### config.mk
export PLATFORM = sky130hd
export DESIGN_NAME = serial_port_ctrl
export DESIGN_NICKNAME = d
export VERILOG_FILES = /design/src/rtl/serial_port_pkg.sv /design/src/rtl/serial_port_ctrl.sv
export SDC_FILE = /design/constraint.sdc
export NUM_CORES = 1
export LEC_CHECK = 0
export BUFFER_PORTS_ARGS = -buffer_cell sky130_fd_sc_hd__buf_2
export CAP_MARGIN = 20
export CORE_MARGIN = 1.5
export CORE_UTILIZATION = 55
export DETAILED_ROUTE_END_ITERATION = 8
export PLACE_DENSITY = 0.78
export SLEW_MARGIN = 20
export SYNTH_ARGS = -nofsm -noshare
export SYNTH_HDL_FRONTEND = slang
export SYNTH_SLANG_ARGS = --single-unit
### constraint.sdc
create_clock -name hclk -period 3.35 [get_ports hclk]
set_input_delay 0.67 -clock hclk [delete_from_list [all_inputs] [get_ports hclk]]
set_output_delay 0.67 -clock hclk [all_outputs]
set_load 0.05 [all_outputs]
### src/rtl/serial_port_pkg.sv
package serial_port_pkg;

	// Register byte offsets on the bus
	localparam logic [31:0] OFS_MODE   = 32'h0000_0000;
	localparam logic [31:0] OFS_BRATE  = 32'h0000_0004;
	localparam logic [31:0] OFS_CTRL   = 32'h0000_0008;
	localparam logic [31:0] OFS_TXDATA = 32'h0000_000C;
	localparam logic [31:0] OFS_STATUS = 32'h0000_0010;
	localparam logic [31:0] OFS_RXDATA = 32'h0000_0014;

	// Internal register indices
	localparam logic [2:0] IDX_MODE   = 3'h0;
	localparam logic [2:0] IDX_BRATE  = 3'h1;
	localparam logic [2:0] IDX_CTRL   = 3'h2;
	localparam logic [2:0] IDX_TXDATA = 3'h3;
	localparam logic [2:0] IDX_STATUS = 3'h4;
	localparam logic [2:0] IDX_RXDATA = 3'h5;

	// ctrl_reg fields
	localparam int CTRL_TX_EMPTY_IRQ_EN = 7;
	localparam int CTRL_RX_IRQ_EN       = 6;
	localparam int CTRL_TX_ENABLE       = 5;
	localparam int CTRL_RX_ENABLE       = 4;
	localparam int CTRL_ADDR_WAIT_EN    = 3;
	localparam int CTRL_TX_DONE_IRQ_EN  = 2;
	localparam int CTRL_CLK_SRC_SEL_HI  = 1;
	localparam int CTRL_CLK_SRC_SEL_LO  = 0;

	// mode_reg fields
	localparam int MODE_SYNC_SEL     = 7;
	localparam int MODE_TWO_STOP     = 3;
	localparam int MODE_ADDR_FRAME   = 2;

	// status_flags_reg fields
	localparam int ST_TX_BUF_EMPTY = 7;
	localparam int ST_RX_BUF_FULL  = 6;
	localparam int ST_OVERRUN_ERR  = 5;
	localparam int ST_FRAMING_ERR  = 4;
	localparam int ST_PARITY_ERR   = 3;
	localparam int ST_TX_COMPLETE  = 2;
	localparam int ST_RX_ADDR_BIT  = 1;
	localparam int ST_TX_ADDR_BIT  = 0;

	// Reset values
	localparam logic [7:0] CTRL_RESET   = 8'h00;
	localparam logic [7:0] MODE_RESET   = 8'h00;
	localparam logic [7:0] BRATE_RESET  = 8'hFF;
	localparam logic [7:0] TXDATA_RESET = 8'hFF;
	localparam logic [7:0] RXDATA_RESET = 8'h00;

	// Bit timing: last tick of a bit, mid-bit tick, last data bit
	localparam logic [3:0] TICK_LAST = 4'hF;
	localparam logic [3:0] TICK_MID  = 4'h7;
	localparam logic [3:0] BIT_LAST  = 4'h7;

	// AHB encodings
	localparam logic [2:0] HSIZE_WORD = 3'h2;

	typedef enum logic [4:0] {
		TX_IDLE  = 5'h01,
		TX_START = 5'h02,
		TX_DATA  = 5'h04,
		TX_ADDR  = 5'h08,
		TX_STOP  = 5'h10
	} tx_state_t;

	typedef enum logic [4:0] {
		RX_IDLE  = 5'h01,
		RX_START = 5'h02,
		RX_DATA  = 5'h04,
		RX_ADDR  = 5'h08,
		RX_STOP  = 5'h10
	} rx_state_t;

	typedef struct packed {
		logic [7:0]  ctrl_reg;
		logic [7:0]  mode_reg;
		logic [7:0]  brate;
		logic [7:0]  tx_hold_reg;
		logic [7:0]  rx_hold_reg;
		logic        tx_buf_empty;
		logic        rx_buf_full;
		logic        overrun_err;
		logic        framing_err;
		logic        parity_err;
		logic        tx_complete;
		logic        rx_addr_bit;
		logic        tx_addr_bit;
		logic        seen_tx_empty;
		logic        seen_rx_full;
		logic        seen_overrun;
		logic        seen_framing;
		logic        seen_parity;
		logic        wr_pend;
		logic [2:0]  wr_idx;
		logic [31:0] hrdata;
		logic        rxd_s1;
		logic        rxd_s2;
		logic        sck_s1;
		logic        sck_s2;
		logic        sck_d;
		logic [7:0]  pre_cnt;
		logic [3:0]  clk_cnt;
		logic        sck_out;
		tx_state_t   tx_st;
		logic [7:0]  tx_shift_reg;
		logic [3:0]  tx_bit;
		logic [3:0]  tx_tick;
		logic        txd;
		rx_state_t   rx_st;
		logic [7:0]  rx_shift_reg;
		logic [3:0]  rx_bit;
		logic [3:0]  rx_tick;
		logic        rx_mp;
	} port_state_t;

	localparam port_state_t STATE_RESET = '{
		ctrl_reg:     CTRL_RESET,
		mode_reg:     MODE_RESET,
		brate:        BRATE_RESET,
		tx_hold_reg:  TXDATA_RESET,
		rx_hold_reg:  RXDATA_RESET,
		tx_buf_empty: 1'b1,
		tx_complete:  1'b1,
		rxd_s1:       1'b1,
		rxd_s2:       1'b1,
		sck_s1:       1'b1,
		sck_s2:       1'b1,
		sck_d:        1'b1,
		sck_out:      1'b1,
		txd:          1'b1,
		tx_st:        TX_IDLE,
		rx_st:        RX_IDLE,
		default:      '0
	};

endpackage

### src/rtl/serial_port_ctrl.sv
// Function
// - Bit 7 gates transmit-empty interrupt
// - Transmit-empty request drops on flag clear
// - Bit 6 gates receive-full and error interrupts
// - Receive requests drop on flag clear
// - Transmit disabled holds empty flag high
// - Transmission starts after empty flag cleared
// - Receive disable leaves receive flags alone
// - Reception starts on start bit or clock
// - Address wait only async with address frames
// - Address wait blocks transfer, full and error flags
// - Address character ends wait, sets address bit
// - Bit 2 gates transmit-done at last bit
// - Transmit-done drops on flag clear
// - Low select bit honoured only async internal
// - Both selects zero: internal, pin per mode
// - Low select set, high select clear: internal clock driven out
// - High select set: external clock input
// - Async output clock runs at bit rate
// - Control register read/write, cleared on standby
// - Mode bit picks async or sync operation
// - Load into shifter sets empty flag
// - Good character sets receive-full flag
`timescale 1ns/10ps
`default_nettype none

module serial_port_ctrl
	import serial_port_pkg::*;
(
	// Clock and reset
	input  wire logic        hclk,
	input  wire logic        hresetn,
	// AHB-Lite slave
	input  wire logic        hsel,
	input  wire logic [31:0] haddr,
	input  wire logic [1:0]  htrans,
	input  wire logic        hwrite,
	input  wire logic [2:0]  hsize,
	input  wire logic [31:0] hwdata,
	input  wire logic        hready,
	output logic             hreadyout,
	output logic             hresp,
	output logic [31:0]      hrdata,
	// Power state
	input  wire logic        standby,
	// Serial line
	input  wire logic        rxd,
	output logic             txd,
	input  wire logic        sck_in,
	output logic             sck_out,
	output logic             sck_oe,
	// Interrupt requests
	output logic             tx_empty_irq,
	output logic             rx_full_irq,
	output logic             rx_error_irq,
	output logic             tx_done_irq
);

	port_state_t s;
	port_state_t next_s;

	// Address decode: hit flag and register index
	function automatic logic [3:0] reg_decode(input logic [31:0] a);
		logic [3:0] r;
		r = 4'h0;
		if (a == OFS_MODE)
			r = {1'b1, IDX_MODE};
		else if (a == OFS_BRATE)
			r = {1'b1, IDX_BRATE};
		else if (a == OFS_CTRL)
			r = {1'b1, IDX_CTRL};
		else if (a == OFS_TXDATA)
			r = {1'b1, IDX_TXDATA};
		else if (a == OFS_STATUS)
			r = {1'b1, IDX_STATUS};
		else if (a == OFS_RXDATA)
			r = {1'b1, IDX_RXDATA};
		return r;
	endfunction

	// Read data multiplexer
	function automatic logic [7:0] rd_byte(input port_state_t t, input logic [2:0] idx);
		logic [7:0] b;
		b = 8'h00;
		if (idx == IDX_MODE)
			b = t.mode_reg;
		else if (idx == IDX_BRATE)
			b = t.brate;
		else if (idx == IDX_CTRL)
			b = t.ctrl_reg;
		else if (idx == IDX_TXDATA)
			b = t.tx_hold_reg;
		else if (idx == IDX_STATUS)
			b = {t.tx_buf_empty, t.rx_buf_full, t.overrun_err, t.framing_err,
				t.parity_err, t.tx_complete, t.rx_addr_bit, t.tx_addr_bit};
		else if (idx == IDX_RXDATA)
			b = t.rx_hold_reg;
		return b;
	endfunction

	// End of a received character: address wait, overrun, framing, full
	function automatic port_state_t rx_finish(input port_state_t t, input logic [7:0] data,
		input logic stop_ok, input logic mpv, input logic mp_on);
		logic skip;
		skip = mp_on && t.ctrl_reg[CTRL_ADDR_WAIT_EN] && !mpv;
		if (mp_on)
			t.rx_addr_bit = mpv;
		if (mp_on && mpv)
			t.ctrl_reg[CTRL_ADDR_WAIT_EN] = 1'b0;
		if (!skip)
		begin
			if (t.rx_buf_full)
				t.overrun_err = 1'b1;
			else if (!stop_ok)
			begin
				t.framing_err = 1'b1;
				t.rx_hold_reg = data;
			end
			else
			begin
				t.rx_hold_reg = data;
				t.rx_buf_full = 1'b1;
			end
		end
		return t;
	endfunction

	// Next-state logic
	always_comb
	begin
		logic [3:0] dec;
		logic       acc;
		logic       is_async;
		logic       ext_clk;
		logic       rise;
		logic       fall;
		logic       int_tick;
		logic       clk_run;
		logic       tick;
		logic       shift_ev;
		logic       sample_ev;
		logic       tx_step;
		logic       rx_samp;
		logic       mp_on;
		logic       blocked;
		logic [7:0] rx_byte;
		dec       = reg_decode(haddr);
		acc       = hsel && htrans[1] && hready && (hsize == HSIZE_WORD);
		is_async  = !s.mode_reg[MODE_SYNC_SEL];
		ext_clk   = s.ctrl_reg[CTRL_CLK_SRC_SEL_HI];
		rise      = s.sck_s2 && !s.sck_d;
		fall      = !s.sck_s2 && s.sck_d;
		int_tick  = (s.pre_cnt == s.brate);
		clk_run   = (s.tx_st != TX_IDLE) || s.ctrl_reg[CTRL_RX_ENABLE];
		tick      = is_async && (ext_clk ? rise : int_tick);
		shift_ev  = !is_async && (ext_clk ? fall
			: (int_tick && clk_run && s.clk_cnt == TICK_LAST));
		sample_ev = !is_async && (ext_clk ? rise
			: (int_tick && clk_run && s.clk_cnt == TICK_MID));
		tx_step   = is_async ? (tick && s.tx_tick == TICK_LAST) : shift_ev;
		rx_samp   = is_async ? (tick && s.rx_tick == TICK_LAST) : sample_ev;
		mp_on     = is_async && s.mode_reg[MODE_ADDR_FRAME];
		blocked   = s.overrun_err || s.framing_err || s.parity_err;
		rx_byte   = {s.rxd_s2, s.rx_shift_reg[7:1]};
		next_s    = s;

		// Pin synchronisers
		next_s.rxd_s1 = rxd;
		next_s.rxd_s2 = s.rxd_s1;
		next_s.sck_s1 = sck_in;
		next_s.sck_s2 = s.sck_s1;
		next_s.sck_d  = s.sck_s2;

		// Data phase of a write
		if (s.wr_pend)
		begin
			if (s.wr_idx == IDX_MODE)
				next_s.mode_reg = hwdata[7:0];
			else if (s.wr_idx == IDX_BRATE)
				next_s.brate = hwdata[7:0];
			else if (s.wr_idx == IDX_CTRL)
				next_s.ctrl_reg = hwdata[7:0];
			else if (s.wr_idx == IDX_TXDATA)
				next_s.tx_hold_reg = hwdata[7:0];
			else if (s.wr_idx == IDX_STATUS)
			begin
				// Zero clears a flag only after it was read as one, except the transmit address bit, which takes the written value
				if (!hwdata[ST_TX_BUF_EMPTY] && s.seen_tx_empty)
				begin
					next_s.tx_buf_empty = 1'b0;
					next_s.tx_complete  = 1'b0;
				end
				if (!hwdata[ST_RX_BUF_FULL] && s.seen_rx_full)
					next_s.rx_buf_full = 1'b0;
				if (!hwdata[ST_OVERRUN_ERR] && s.seen_overrun)
					next_s.overrun_err = 1'b0;
				if (!hwdata[ST_FRAMING_ERR] && s.seen_framing)
					next_s.framing_err = 1'b0;
				if (!hwdata[ST_PARITY_ERR] && s.seen_parity)
					next_s.parity_err = 1'b0;
				next_s.tx_addr_bit = hwdata[ST_TX_ADDR_BIT];
			end
		end

		// Address phase
		next_s.wr_pend = 1'b0;
		if (acc)
		begin
			if (hwrite)
			begin
				next_s.wr_pend = dec[3];
				next_s.wr_idx  = dec[2:0];
			end
			else
			begin
				next_s.hrdata = {24'h00_0000, dec[3] ? rd_byte(s, dec[2:0]) : 8'h00};
				if (dec[3] && dec[2:0] == IDX_STATUS)
				begin
					next_s.seen_tx_empty = s.seen_tx_empty || s.tx_buf_empty;
					next_s.seen_rx_full  = s.seen_rx_full || s.rx_buf_full;
					next_s.seen_overrun  = s.seen_overrun || s.overrun_err;
					next_s.seen_framing  = s.seen_framing || s.framing_err;
					next_s.seen_parity   = s.seen_parity || s.parity_err;
				end
			end
		end

		// Baud prescaler and serial clock phase
		next_s.pre_cnt = int_tick ? 8'h00 : s.pre_cnt + 8'h01;
		// A stopped sync clock parks so that it restarts on a falling edge
		if (!is_async && !clk_run)
			next_s.clk_cnt = TICK_LAST;
		else if (int_tick)
			next_s.clk_cnt = s.clk_cnt + 4'h1;
		if (tick)
		begin
			next_s.tx_tick = s.tx_tick + 4'h1;
			next_s.rx_tick = s.rx_tick + 4'h1;
		end

		// Transmitter
		if (!s.ctrl_reg[CTRL_TX_ENABLE])
		begin
			next_s.tx_buf_empty = 1'b1;
			next_s.tx_complete  = 1'b1;
			next_s.tx_st        = TX_IDLE;
			next_s.txd          = 1'b1;
		end
		else
		begin
			case (s.tx_st)
				TX_IDLE:
				begin
					if (!next_s.tx_buf_empty)
					begin
						next_s.tx_shift_reg = s.tx_hold_reg;
						next_s.tx_buf_empty = 1'b1;
						next_s.tx_complete  = 1'b0;
						next_s.tx_tick      = 4'h0;
						next_s.txd          = !is_async;
						next_s.tx_st        = TX_START;
					end
				end
				TX_START:
				begin
					if (tx_step)
					begin
						next_s.txd   = s.tx_shift_reg[0];
						next_s.tx_bit = 4'h0;
						next_s.tx_st = TX_DATA;
					end
				end
				TX_DATA:
				begin
					if (tx_step)
					begin
						if (s.tx_bit == BIT_LAST)
						begin
							if (next_s.tx_buf_empty)
								next_s.tx_complete = 1'b1;
							next_s.tx_bit = 4'h0;
							if (!is_async)
							begin
								next_s.txd   = 1'b1;
								next_s.tx_st = TX_IDLE;
							end
							else if (mp_on)
							begin
								next_s.txd   = s.tx_addr_bit;
								next_s.tx_st = TX_ADDR;
							end
							else
							begin
								next_s.txd   = 1'b1;
								next_s.tx_st = TX_STOP;
							end
						end
						else
						begin
							next_s.tx_shift_reg = {1'b1, s.tx_shift_reg[7:1]};
							next_s.txd          = s.tx_shift_reg[1];
							next_s.tx_bit       = s.tx_bit + 4'h1;
						end
					end
				end
				TX_ADDR:
				begin
					if (tx_step)
					begin
						next_s.txd   = 1'b1;
						next_s.tx_st = TX_STOP;
					end
				end
				TX_STOP:
				begin
					if (tx_step)
					begin
						if (s.mode_reg[MODE_TWO_STOP] && s.tx_bit == 4'h0)
							next_s.tx_bit = 4'h1;
						else
							next_s.tx_st = TX_IDLE;
					end
				end
				default:
					next_s.tx_st = TX_IDLE;
			endcase
		end

		// Receiver; disabling it leaves every flag as it was
		if (!s.ctrl_reg[CTRL_RX_ENABLE])
			next_s.rx_st = RX_IDLE;
		else
		begin
			case (s.rx_st)
				RX_IDLE:
				begin
					if (is_async && !blocked && !s.rxd_s2)
					begin
						next_s.rx_tick = 4'h0;
						next_s.rx_st   = RX_START;
					end
					else if (!is_async && !blocked && sample_ev)
					begin
						next_s.rx_shift_reg = rx_byte;
						next_s.rx_bit       = 4'h1;
						next_s.rx_st        = RX_DATA;
					end
				end
				RX_START:
				begin
					if (tick && s.rx_tick == TICK_MID)
					begin
						next_s.rx_tick = 4'h0;
						next_s.rx_bit  = 4'h0;
						next_s.rx_st   = s.rxd_s2 ? RX_IDLE : RX_DATA;
					end
				end
				RX_DATA:
				begin
					if (rx_samp)
					begin
						next_s.rx_shift_reg = rx_byte;
						next_s.rx_bit       = s.rx_bit + 4'h1;
						if (s.rx_bit == BIT_LAST)
						begin
							if (!is_async)
							begin
								next_s       = rx_finish(next_s, rx_byte, 1'b1, 1'b0, 1'b0);
								next_s.rx_st = RX_IDLE;
							end
							else
								next_s.rx_st = mp_on ? RX_ADDR : RX_STOP;
						end
					end
				end
				RX_ADDR:
				begin
					if (rx_samp)
					begin
						next_s.rx_mp = s.rxd_s2;
						next_s.rx_st = RX_STOP;
					end
				end
				RX_STOP:
				begin
					if (rx_samp)
					begin
						next_s = rx_finish(next_s, s.rx_shift_reg, s.rxd_s2,
							s.rx_mp, mp_on);
						next_s.rx_st = RX_IDLE;
					end
				end
				default:
					next_s.rx_st = RX_IDLE;
			endcase
		end

		// Sync pin clock idles high unless a shifter runs next cycle
		if (!is_async && next_s.tx_st == TX_IDLE && !next_s.ctrl_reg[CTRL_RX_ENABLE])
			next_s.sck_out = 1'b1;
		else
			next_s.sck_out = next_s.clk_cnt[3];

		// Read-seen marks die with their flag
		if (!next_s.tx_buf_empty)
			next_s.seen_tx_empty = 1'b0;
		if (!next_s.rx_buf_full)
			next_s.seen_rx_full = 1'b0;
		if (!next_s.overrun_err)
			next_s.seen_overrun = 1'b0;
		if (!next_s.framing_err)
			next_s.seen_framing = 1'b0;
		if (!next_s.parity_err)
			next_s.seen_parity = 1'b0;

		// Standby returns everything to reset values
		if (standby)
			next_s = STATE_RESET;
	end

	// State register
	always_ff @(posedge hclk or negedge hresetn)
	begin
		if (!hresetn)
			s <= STATE_RESET;
		else
			s <= next_s;
	end

	// Bus answer: zero wait, always OKAY
	assign hreadyout = 1'b1;
	assign hresp     = 1'b0;
	assign hrdata    = s.hrdata;

	// Serial pins
	assign txd     = s.txd;
	assign sck_out = s.sck_out;
	// Clock pin direction by clock select and mode
	assign sck_oe  = !s.ctrl_reg[CTRL_CLK_SRC_SEL_HI]
		&& (s.mode_reg[MODE_SYNC_SEL] || s.ctrl_reg[CTRL_CLK_SRC_SEL_LO]);

	// Interrupt request levels
	assign tx_empty_irq = s.ctrl_reg[CTRL_TX_EMPTY_IRQ_EN] && s.tx_buf_empty;
	assign rx_full_irq  = s.ctrl_reg[CTRL_RX_IRQ_EN] && s.rx_buf_full;
	assign rx_error_irq = s.ctrl_reg[CTRL_RX_IRQ_EN]
		&& (s.overrun_err || s.framing_err || s.parity_err);
	assign tx_done_irq  = s.ctrl_reg[CTRL_TX_DONE_IRQ_EN] && s.tx_complete;

endmodule

`default_nettype wire

==> flow_metrics.py, run 1 <==
metrics = {
    "synth": {
        "yosys.area_share.xor_xnor_pct": 3.05,
        "synth_top_family_by_area": "simple AND/OR/NAND/NOR gates",
        "yosys.area_share.adder_pct": 1.22,
        "synthMuxAreaShare_pct": 6.02,
        "yosysUniqueCellTypes": 82,
        "async_reset_ff_share_pct": 100,
        "synth_simple_gate_area_share_pct": 19.7,
        "ys_seq_area_share_pct": 44.7,
        "syn-cell-area_sq_um": 7190,
        "synth-main-ff-cell": "dfrtp_1",
        "syn_avg_cell_area_sq_um": 9.53,
        "synth_compound_area_share_pct": 18.6,
        "netlist_instances": 754,
        "ys_ff_latch": 127,
        "yosysWarnings": 0,
        "synth-edff-count": 0,
    },
    "die": {
        "ios": 118,
        "initial_utilization_pct": 56.7,
        "rows": 41,
        "coreArea_sq_um": 12700,
        "fp.dieW_microns": 117,
        "die_h_microns": 117,
        "dieArea_sq_um": 13800,
    },
    "cts": {
        "cts_hold_buf": 0,
        "htree_levels": 4,
        "post_cts_buffers": 0,
        "cts_root_buf": "clkbuf_16",
        "insertion_delay_ps": 430,
        "post_cts_resized": 0,
        "cts_made_buffers": 17,
        "clkSinkCount": 127,
        "cts.clk_slew.worst_paths_ps": 60,
        "clock_path_buffers": 2,
        "cts_tree": "done",
    },
    "routing": {
        "dr.pass1.iters": 6,
        "drtIter0Drc": 667,
        "vias": 6222,
        "routed_wl_microns": 19100,
        "drc": 0,
        "wl_per_cell_microns": 19.1,
        "via_per_inst": 6.22,
        "antenna_left": 0,
    },
    "global_routing": {
        "grt_max_degree": 47,
        "antenna_found_initial": 1,
        "grt-ovfl-total": 0,
        "grt_pass1_vias": 6046,
        "grt_first_pass_wirelength_microns": 30700,
        "grt_use_total_pct": 28.4,
    },
    "setup_path": {
        "end_kind": "flip-flop",
        "cp_slowest_stage_delay_ps": 460,
        "regToRegSetupSlack_ps": 450,
        "arrival_ps": 3270,
        "cp.required_ps": 3720,
        "r2r_start": "s[42]$_DFF_PN0_",
        "slowest_stage": "a41oi_2",
        "worstSetupStartpointType": "flip-flop",
        "path_cells": "or3_1 -> or4_1 -> and4_4 -> a211oi_4 -> buf_4 -> a21oi_2 -> a41oi_2 -> a22o_1",
        "crit_fanout": 10,
        "reg2reg_to": "s[12]$_DFFE_PN0P_",
        "path_buf_inv": 1,
        "crit_type": "flip-flop to flip-flop",
        "crit_family": "simple AND/OR/NAND/NOR gates",
        "rr_worst_depth": 8,
    },
    "layout": {
        "multiInputGateArea_sq_um": 3590,
        "fillers": 993,
        "drive_gt1_share_pct": 21.4,
        "most-common-layout-cells": "dfrtp_1 (100), nor2_1 (75), nand2_1 (75)",
        "layout_commonest_cell": "dfrtp_1",
        "fin_area_sq_um": 8220,
        "nNetsFinal": 898,
        "synthToLayoutAreaGrowth_pct": 14.3,
        "register_area_sq_um": 3210,
        "fin_cells": 1000,
    },
    "sta": {
        "period_needed_ps": 2900,
        "rsz0062_at_grt": "no",
        "skew_ps": 8.84,
        "slew_headroom_pct": 40.4,
        "max_freq_ghz": 0.344,
        "finalCritPeriodShare_pct": 86.7,
        "slew_viol_final": 0,
        "setup_viol": 0,
        "tightest_slew_ps": 882,
        "finalHoldViolations": 0,
        "fin_tns_setup_ps": 0,
    },
    "placed_design": {
        "port_buffers": 66,
        "placed_area_sq_um": 7600,
        "place_congestion": 0.921,
        "dp_hpwl_microns": 13800,
        "post-place-cells": 967,
    },
    "worst_hold_path": {
        "worstHoldPathType": "primary input to asynchronous set/reset pin",
    },
    "power_and_ir_drop": {
        "p_leak_nw": 3.67,
        "power.density_nw_per_um2": 450,
        "ir_drop_uv": 369,
    },
    "outcome": {
        "status": "completed",
    },
    "flow_run": {
        "maxCapViolations": 0,
    },
}
==> power breakdown <==
group | switching [mW] | internal (mW) | total [mW]
combinational | 0.162 | 0.0522 | 0.214
clock | 0.671 | 1.26 | 1.93
sequential | 0.00711 | 1.55 | 1.55
total | 0.840 | 2.86 | 3.70
==> synth_stat cells (9+ instances only) <==
cell type,instances,share of area [%]
or3_1,9,0.78
o21ai_0,33,2.3
inv_1,16,0.84
nand2_1,75,3.9
nand3_1,20,1.4
dfstp_2,27,9.9
dfrtp_1,100,35
nor2_1,75,3.9
nor4_1,12,1.0
a22oi_1,11,1.1
o211ai_1,18,1.9
a22o_1,13,1.6
buf_4,35,3.7
clkbuf_1,26,1.4
a21oi_1,53,3.7
nor3_1,10,0.70
mux2i_1,20,2.8
nand4_1,11,0.96
xor2_1,20,2.4
==> worst register-to-register path, stage by stage (launching register included) <==
cell and delay, ps:
dfrtp_1 420, or3_1 420, or4_1 450, and4_4 230, a211oi_4 320, buf_4 240
a21oi_2 90, a41oi_2 460, a22o_1 220
==> sequential cells by signal, summed over array words and instances, names as in the netlist <==
| signal | count |
|---|---|
| s | 117 |
| hrdata | 8 |
| sck_out | 1 |
| txd | 1 |
==> logic make-up (layout without fill, tap and decap cells) <==
logic type,count (synthesis),in the layout
muxes,34,34
xor gates and xnor gates,25,25
other,2,27
DFF,127,127
AOI/OAI and AO/OA,192,192
adders and majority gates,7,7
and+or+nand+nor,281,281
buffers and inverters,86,135
==> routing by layer <==
layer / vias up / global-route usage [%] / routed length, microns
met1: 2999 / 35.2 / 7830
met3: 69 / 8.46 / 1550
met5: - / 0 / 0
met4: 0 / 14.3 / 762
li1: 2806 / - / -
met2: 348 / 45.3 / 8970
==> worst max path at each step <==
stage                     from                     to  slack [ps]  cells past startpoint
2_1_floorplan        haddr[21]  hrdata[6]$_DFFE_PN0P_         740                      8
3_3_place_gp   s[41]$_DFF_PN0_      s[16]$_DFFE_PN0P_         520                      8
3_5_place_dp   s[42]$_DFF_PN0_      s[12]$_DFFE_PN0P_         480                      8
4_1_cts        s[42]$_DFF_PN0_      s[12]$_DFFE_PN0P_         460                      8
5_1_grt        s[41]$_DFF_PN0_      s[16]$_DFFE_PN0P_         290                      8
6_report       s[42]$_DFF_PN0_      s[12]$_DFFE_PN0P_         450                      8
==> final cells by class <==
class,instances,area share [%]
clock inverters,10,1.98
inverters,16,0.731
repair buffers,87,6.27
well taps,172,2.62
multi-input cells,565,43.7
diodes,1,0.0305
clock buffers,22,5.53
flip-flops and latches,127,39.1
==> metrics by stage <==
stage | total power [mW] | hold slack (ps) | worst slack [ps] | util (%)
3_3_place_gp | 1.79 | 448 | 523 | 59.9
5_1_grt | 3.82 | 258 | 290 | 64.8
2_1_floorplan | 1.72 | 374 | 736 | -
3_5_place_dp | 1.79 | 463 | 482 | 59.9
4_1_cts | 3.72 | 247 | 458 | 64.8
6_report | 3.70 | 248 | 445 | 64.8
Power figures use the tool's default switching activity.
==> run 2, diff against run 1 <==
--- a/config.mk
+++ b/config.mk
@@ -10,7 +10,7 @@
 export CORE_MARGIN = 1.5
 export CORE_UTILIZATION = 55
 export DETAILED_ROUTE_END_ITERATION = 8
-export PLACE_DENSITY = 0.78
+export PLACE_DENSITY_LB_ADDON = 0.2
 export SLEW_MARGIN = 20
 export SYNTH_ARGS = -nofsm -noshare
 export SYNTH_HDL_FRONTEND = slang
==> run 2 against run 1 <==
Highest routed layer unchanged. Combinational power about the same. Wire length about the same. Hold slack improved by 13 ps.
==> flow_metrics.py, run 2 (synthesis results as in run 1) <==
metrics = {
    "power_and_ir_drop": {
        "p_leak_nw": 3.69,
        "ir_drop_uv": 334,
        "p_seq_share_pct": 42.7,
        "internal_power_mw": 2.76,
        "netSwitchingPower_mw": 0.873,
        "combPwrFrac_pct": 5.8,
        "p_clk_share_pct": 51.5,
        "power.density_nw_per_um2": 442,
        "swShare_pct": 24.0,
    },
    "setup_path": {
        "cp.required_ps": 3650,
        "cp_slowest_stage_delay_ps": 470,
        "arrival_ps": 3240,
        "crit_type": "flip-flop to flip-flop",
        "worstSetupStartpointType": "flip-flop",
        "path_buf_inv": 0,
        "slowest_stage": "or4_1",
        "end_kind": "flip-flop",
        "crit_family": "simple AND/OR/NAND/NOR gates",
        "crit_fanout": 9,
        "path_cells": "or3_1 -> or4_1 -> and4_4 -> a211oi_4 -> o21ai_1 -> a41oi_2 -> mux2_1",
    },
    "cts": {
        "insertion_delay_ps": 420,
        "post_cts_buffers": 0,
        "clkSinkCount": 127,
        "post_cts_resized": 0,
        "cts_hold_buf": 0,
        "cts_tree": "done",
        "cts_root_buf": "clkbuf_16",
        "cts.clk_slew.worst_paths_ps": 60,
        "htree_levels": 4,
        "clock_path_buffers": 2,
        "cts_made_buffers": 17,
    },
    "layout": {
        "top_register": "s",
        "n_antenna_cell": 0,
        "synthToLayoutAreaGrowth_pct": 14.4,
        "fin_cells": 1002,
        "largest_register_ffs": 117,
        "fin_util_pct": 64.9,
        "drive_gt1_share_pct": 22.2,
        "layout_commonest_cell": "dfrtp_1",
        "nNetsFinal": 901,
        "most-common-layout-cells": "dfrtp_1 (100), nor2_1 (75), nand2_1 (75)",
    },
    "sta": {
        "finalCritPeriodShare_pct": 87.7,
        "fin_tns_setup_ps": 0,
        "slew_viol_final": 0,
        "tightest_slew_ps": 938,
        "slew_headroom_pct": 36.6,
        "period_needed_ps": 2940,
        "finalHoldViolations": 0,
        "rsz0062_at_grt": "no",
        "skew_ps": 10.6,
        "max_freq_ghz": 0.340,
        "setup_viol": 0,
    },
    "global_routing": {
        "grt_use_total_pct": 28.9,
        "grt-ovfl-total": 0,
        "grt_first_pass_wirelength_microns": 31400,
        "antenna_found_initial": 0,
        "grt_max_degree": 54,
        "grt_pass1_vias": 6033,
    },
    "routing": {
        "wl_per_cell_microns": 19.1,
        "routed_wl_microns": 19100,
        "antenna_left": 0,
        "dr.pass1.iters": 5,
        "via_per_inst": 6.19,
        "vias": 6207,
        "drc": 0,
        "drtIter0Drc": 662,
    },
    "die": {
        "fp.dieW_microns": 117,
        "ios": 118,
        "coreArea_sq_um": 12700,
        "initial_utilization_pct": 56.7,
        "dieArea_sq_um": 13800,
        "die_h_microns": 117,
        "rows": 41,
    },
    "flow_run": {
        "maxCapViolations": 0,
    },
    "outcome": {
        "status": "completed",
    },
    "placed_design": {
        "port_buffers": 66,
        "place_congestion": 0.958,
        "post-place-cells": 970,
        "dp_hpwl_microns": 14000,
    },
    "worst_hold_path": {
        "worstHoldPathType": "primary input to asynchronous set/reset pin",
    },
}
==> run 2: cell count changes in the layout (fill, tap and decap cells not counted) <==
cell and delta:
clkinv_4 -1, bufinv_16 -4, inv_6 +2, diode_2 -1, clkinv_2 +1, inv_4 +1
buf_12 -1, clkbuf_1 -4, clkbuf_16 +4, clkbuf_8 +1, buf_4 +4
==> run 2: area by class of cell <==
class / count / area, sq um
flip-flops and latches: 127 / 3210
fillers: 1037 / 4450
repair buffers: 90 / 526
well taps: 172 / 215
clock buffers: 23 / 553
clock inverters: 9 / 62.6
multi-input cells: 565 / 3590
inverters: 16 / 60.1
==> run 2: power groups by stage <==
stage | Clock (mW) | Combinational (mW) | Sequential, mW
floorplan | 0 | 0.145 | 1.58
global placement | 0 | 0.209 | 1.58
detailed placement | 0 | 0.212 | 1.58
CTS | 1.89 | 0.213 | 1.55
global route | 1.97 | 0.229 | 1.55
finish | 1.87 | 0.212 | 1.55
==> run 2: layer usage <==
metal,vias to the layer above,track usage (%),part of all wire (%)
met5,-,0,0
met4,0,11.2,3.1
met3,46,7.73,8.2
met2,337,46.4,48
met1,3018,37.4,41
li1,2806,-,-
==> run 2: path summary, 6_finish.rpt <==
kind	slack, ps	from	end	cells after the start
max	410	s[42]$_DFF_PN0_	s[19]$_DFFE_PN0P_	7
min	260	hresetn	s[55]$_DFF_PN0_	1
max reg2reg	410	s[42]$_DFF_PN0_	s[19]$_DFFE_PN0P_	7
min reg2reg	470	hrdata[2]$_DFFE_PN0P_	hrdata[2]$_DFFE_PN0P_	2
max in group asynchronous	2190	hresetn	s[108]$_DFF_PN0_	2
min in group hclk	440	rxd	s[61]$_DFF_PN1_	2
==> run 2: metrics by stage <==
step	cell area [sq um]	setup WS, ps	hold WS [ps]	total power, mW
final	8220	411	261	3.63
after global routing	8220	300	306	3.75
after CTS	8220	444	297	3.65
after detailed placement	7610	448	463	1.79
after global placement	7610	510	446	1.79
after floorplan	7280	736	374	1.72
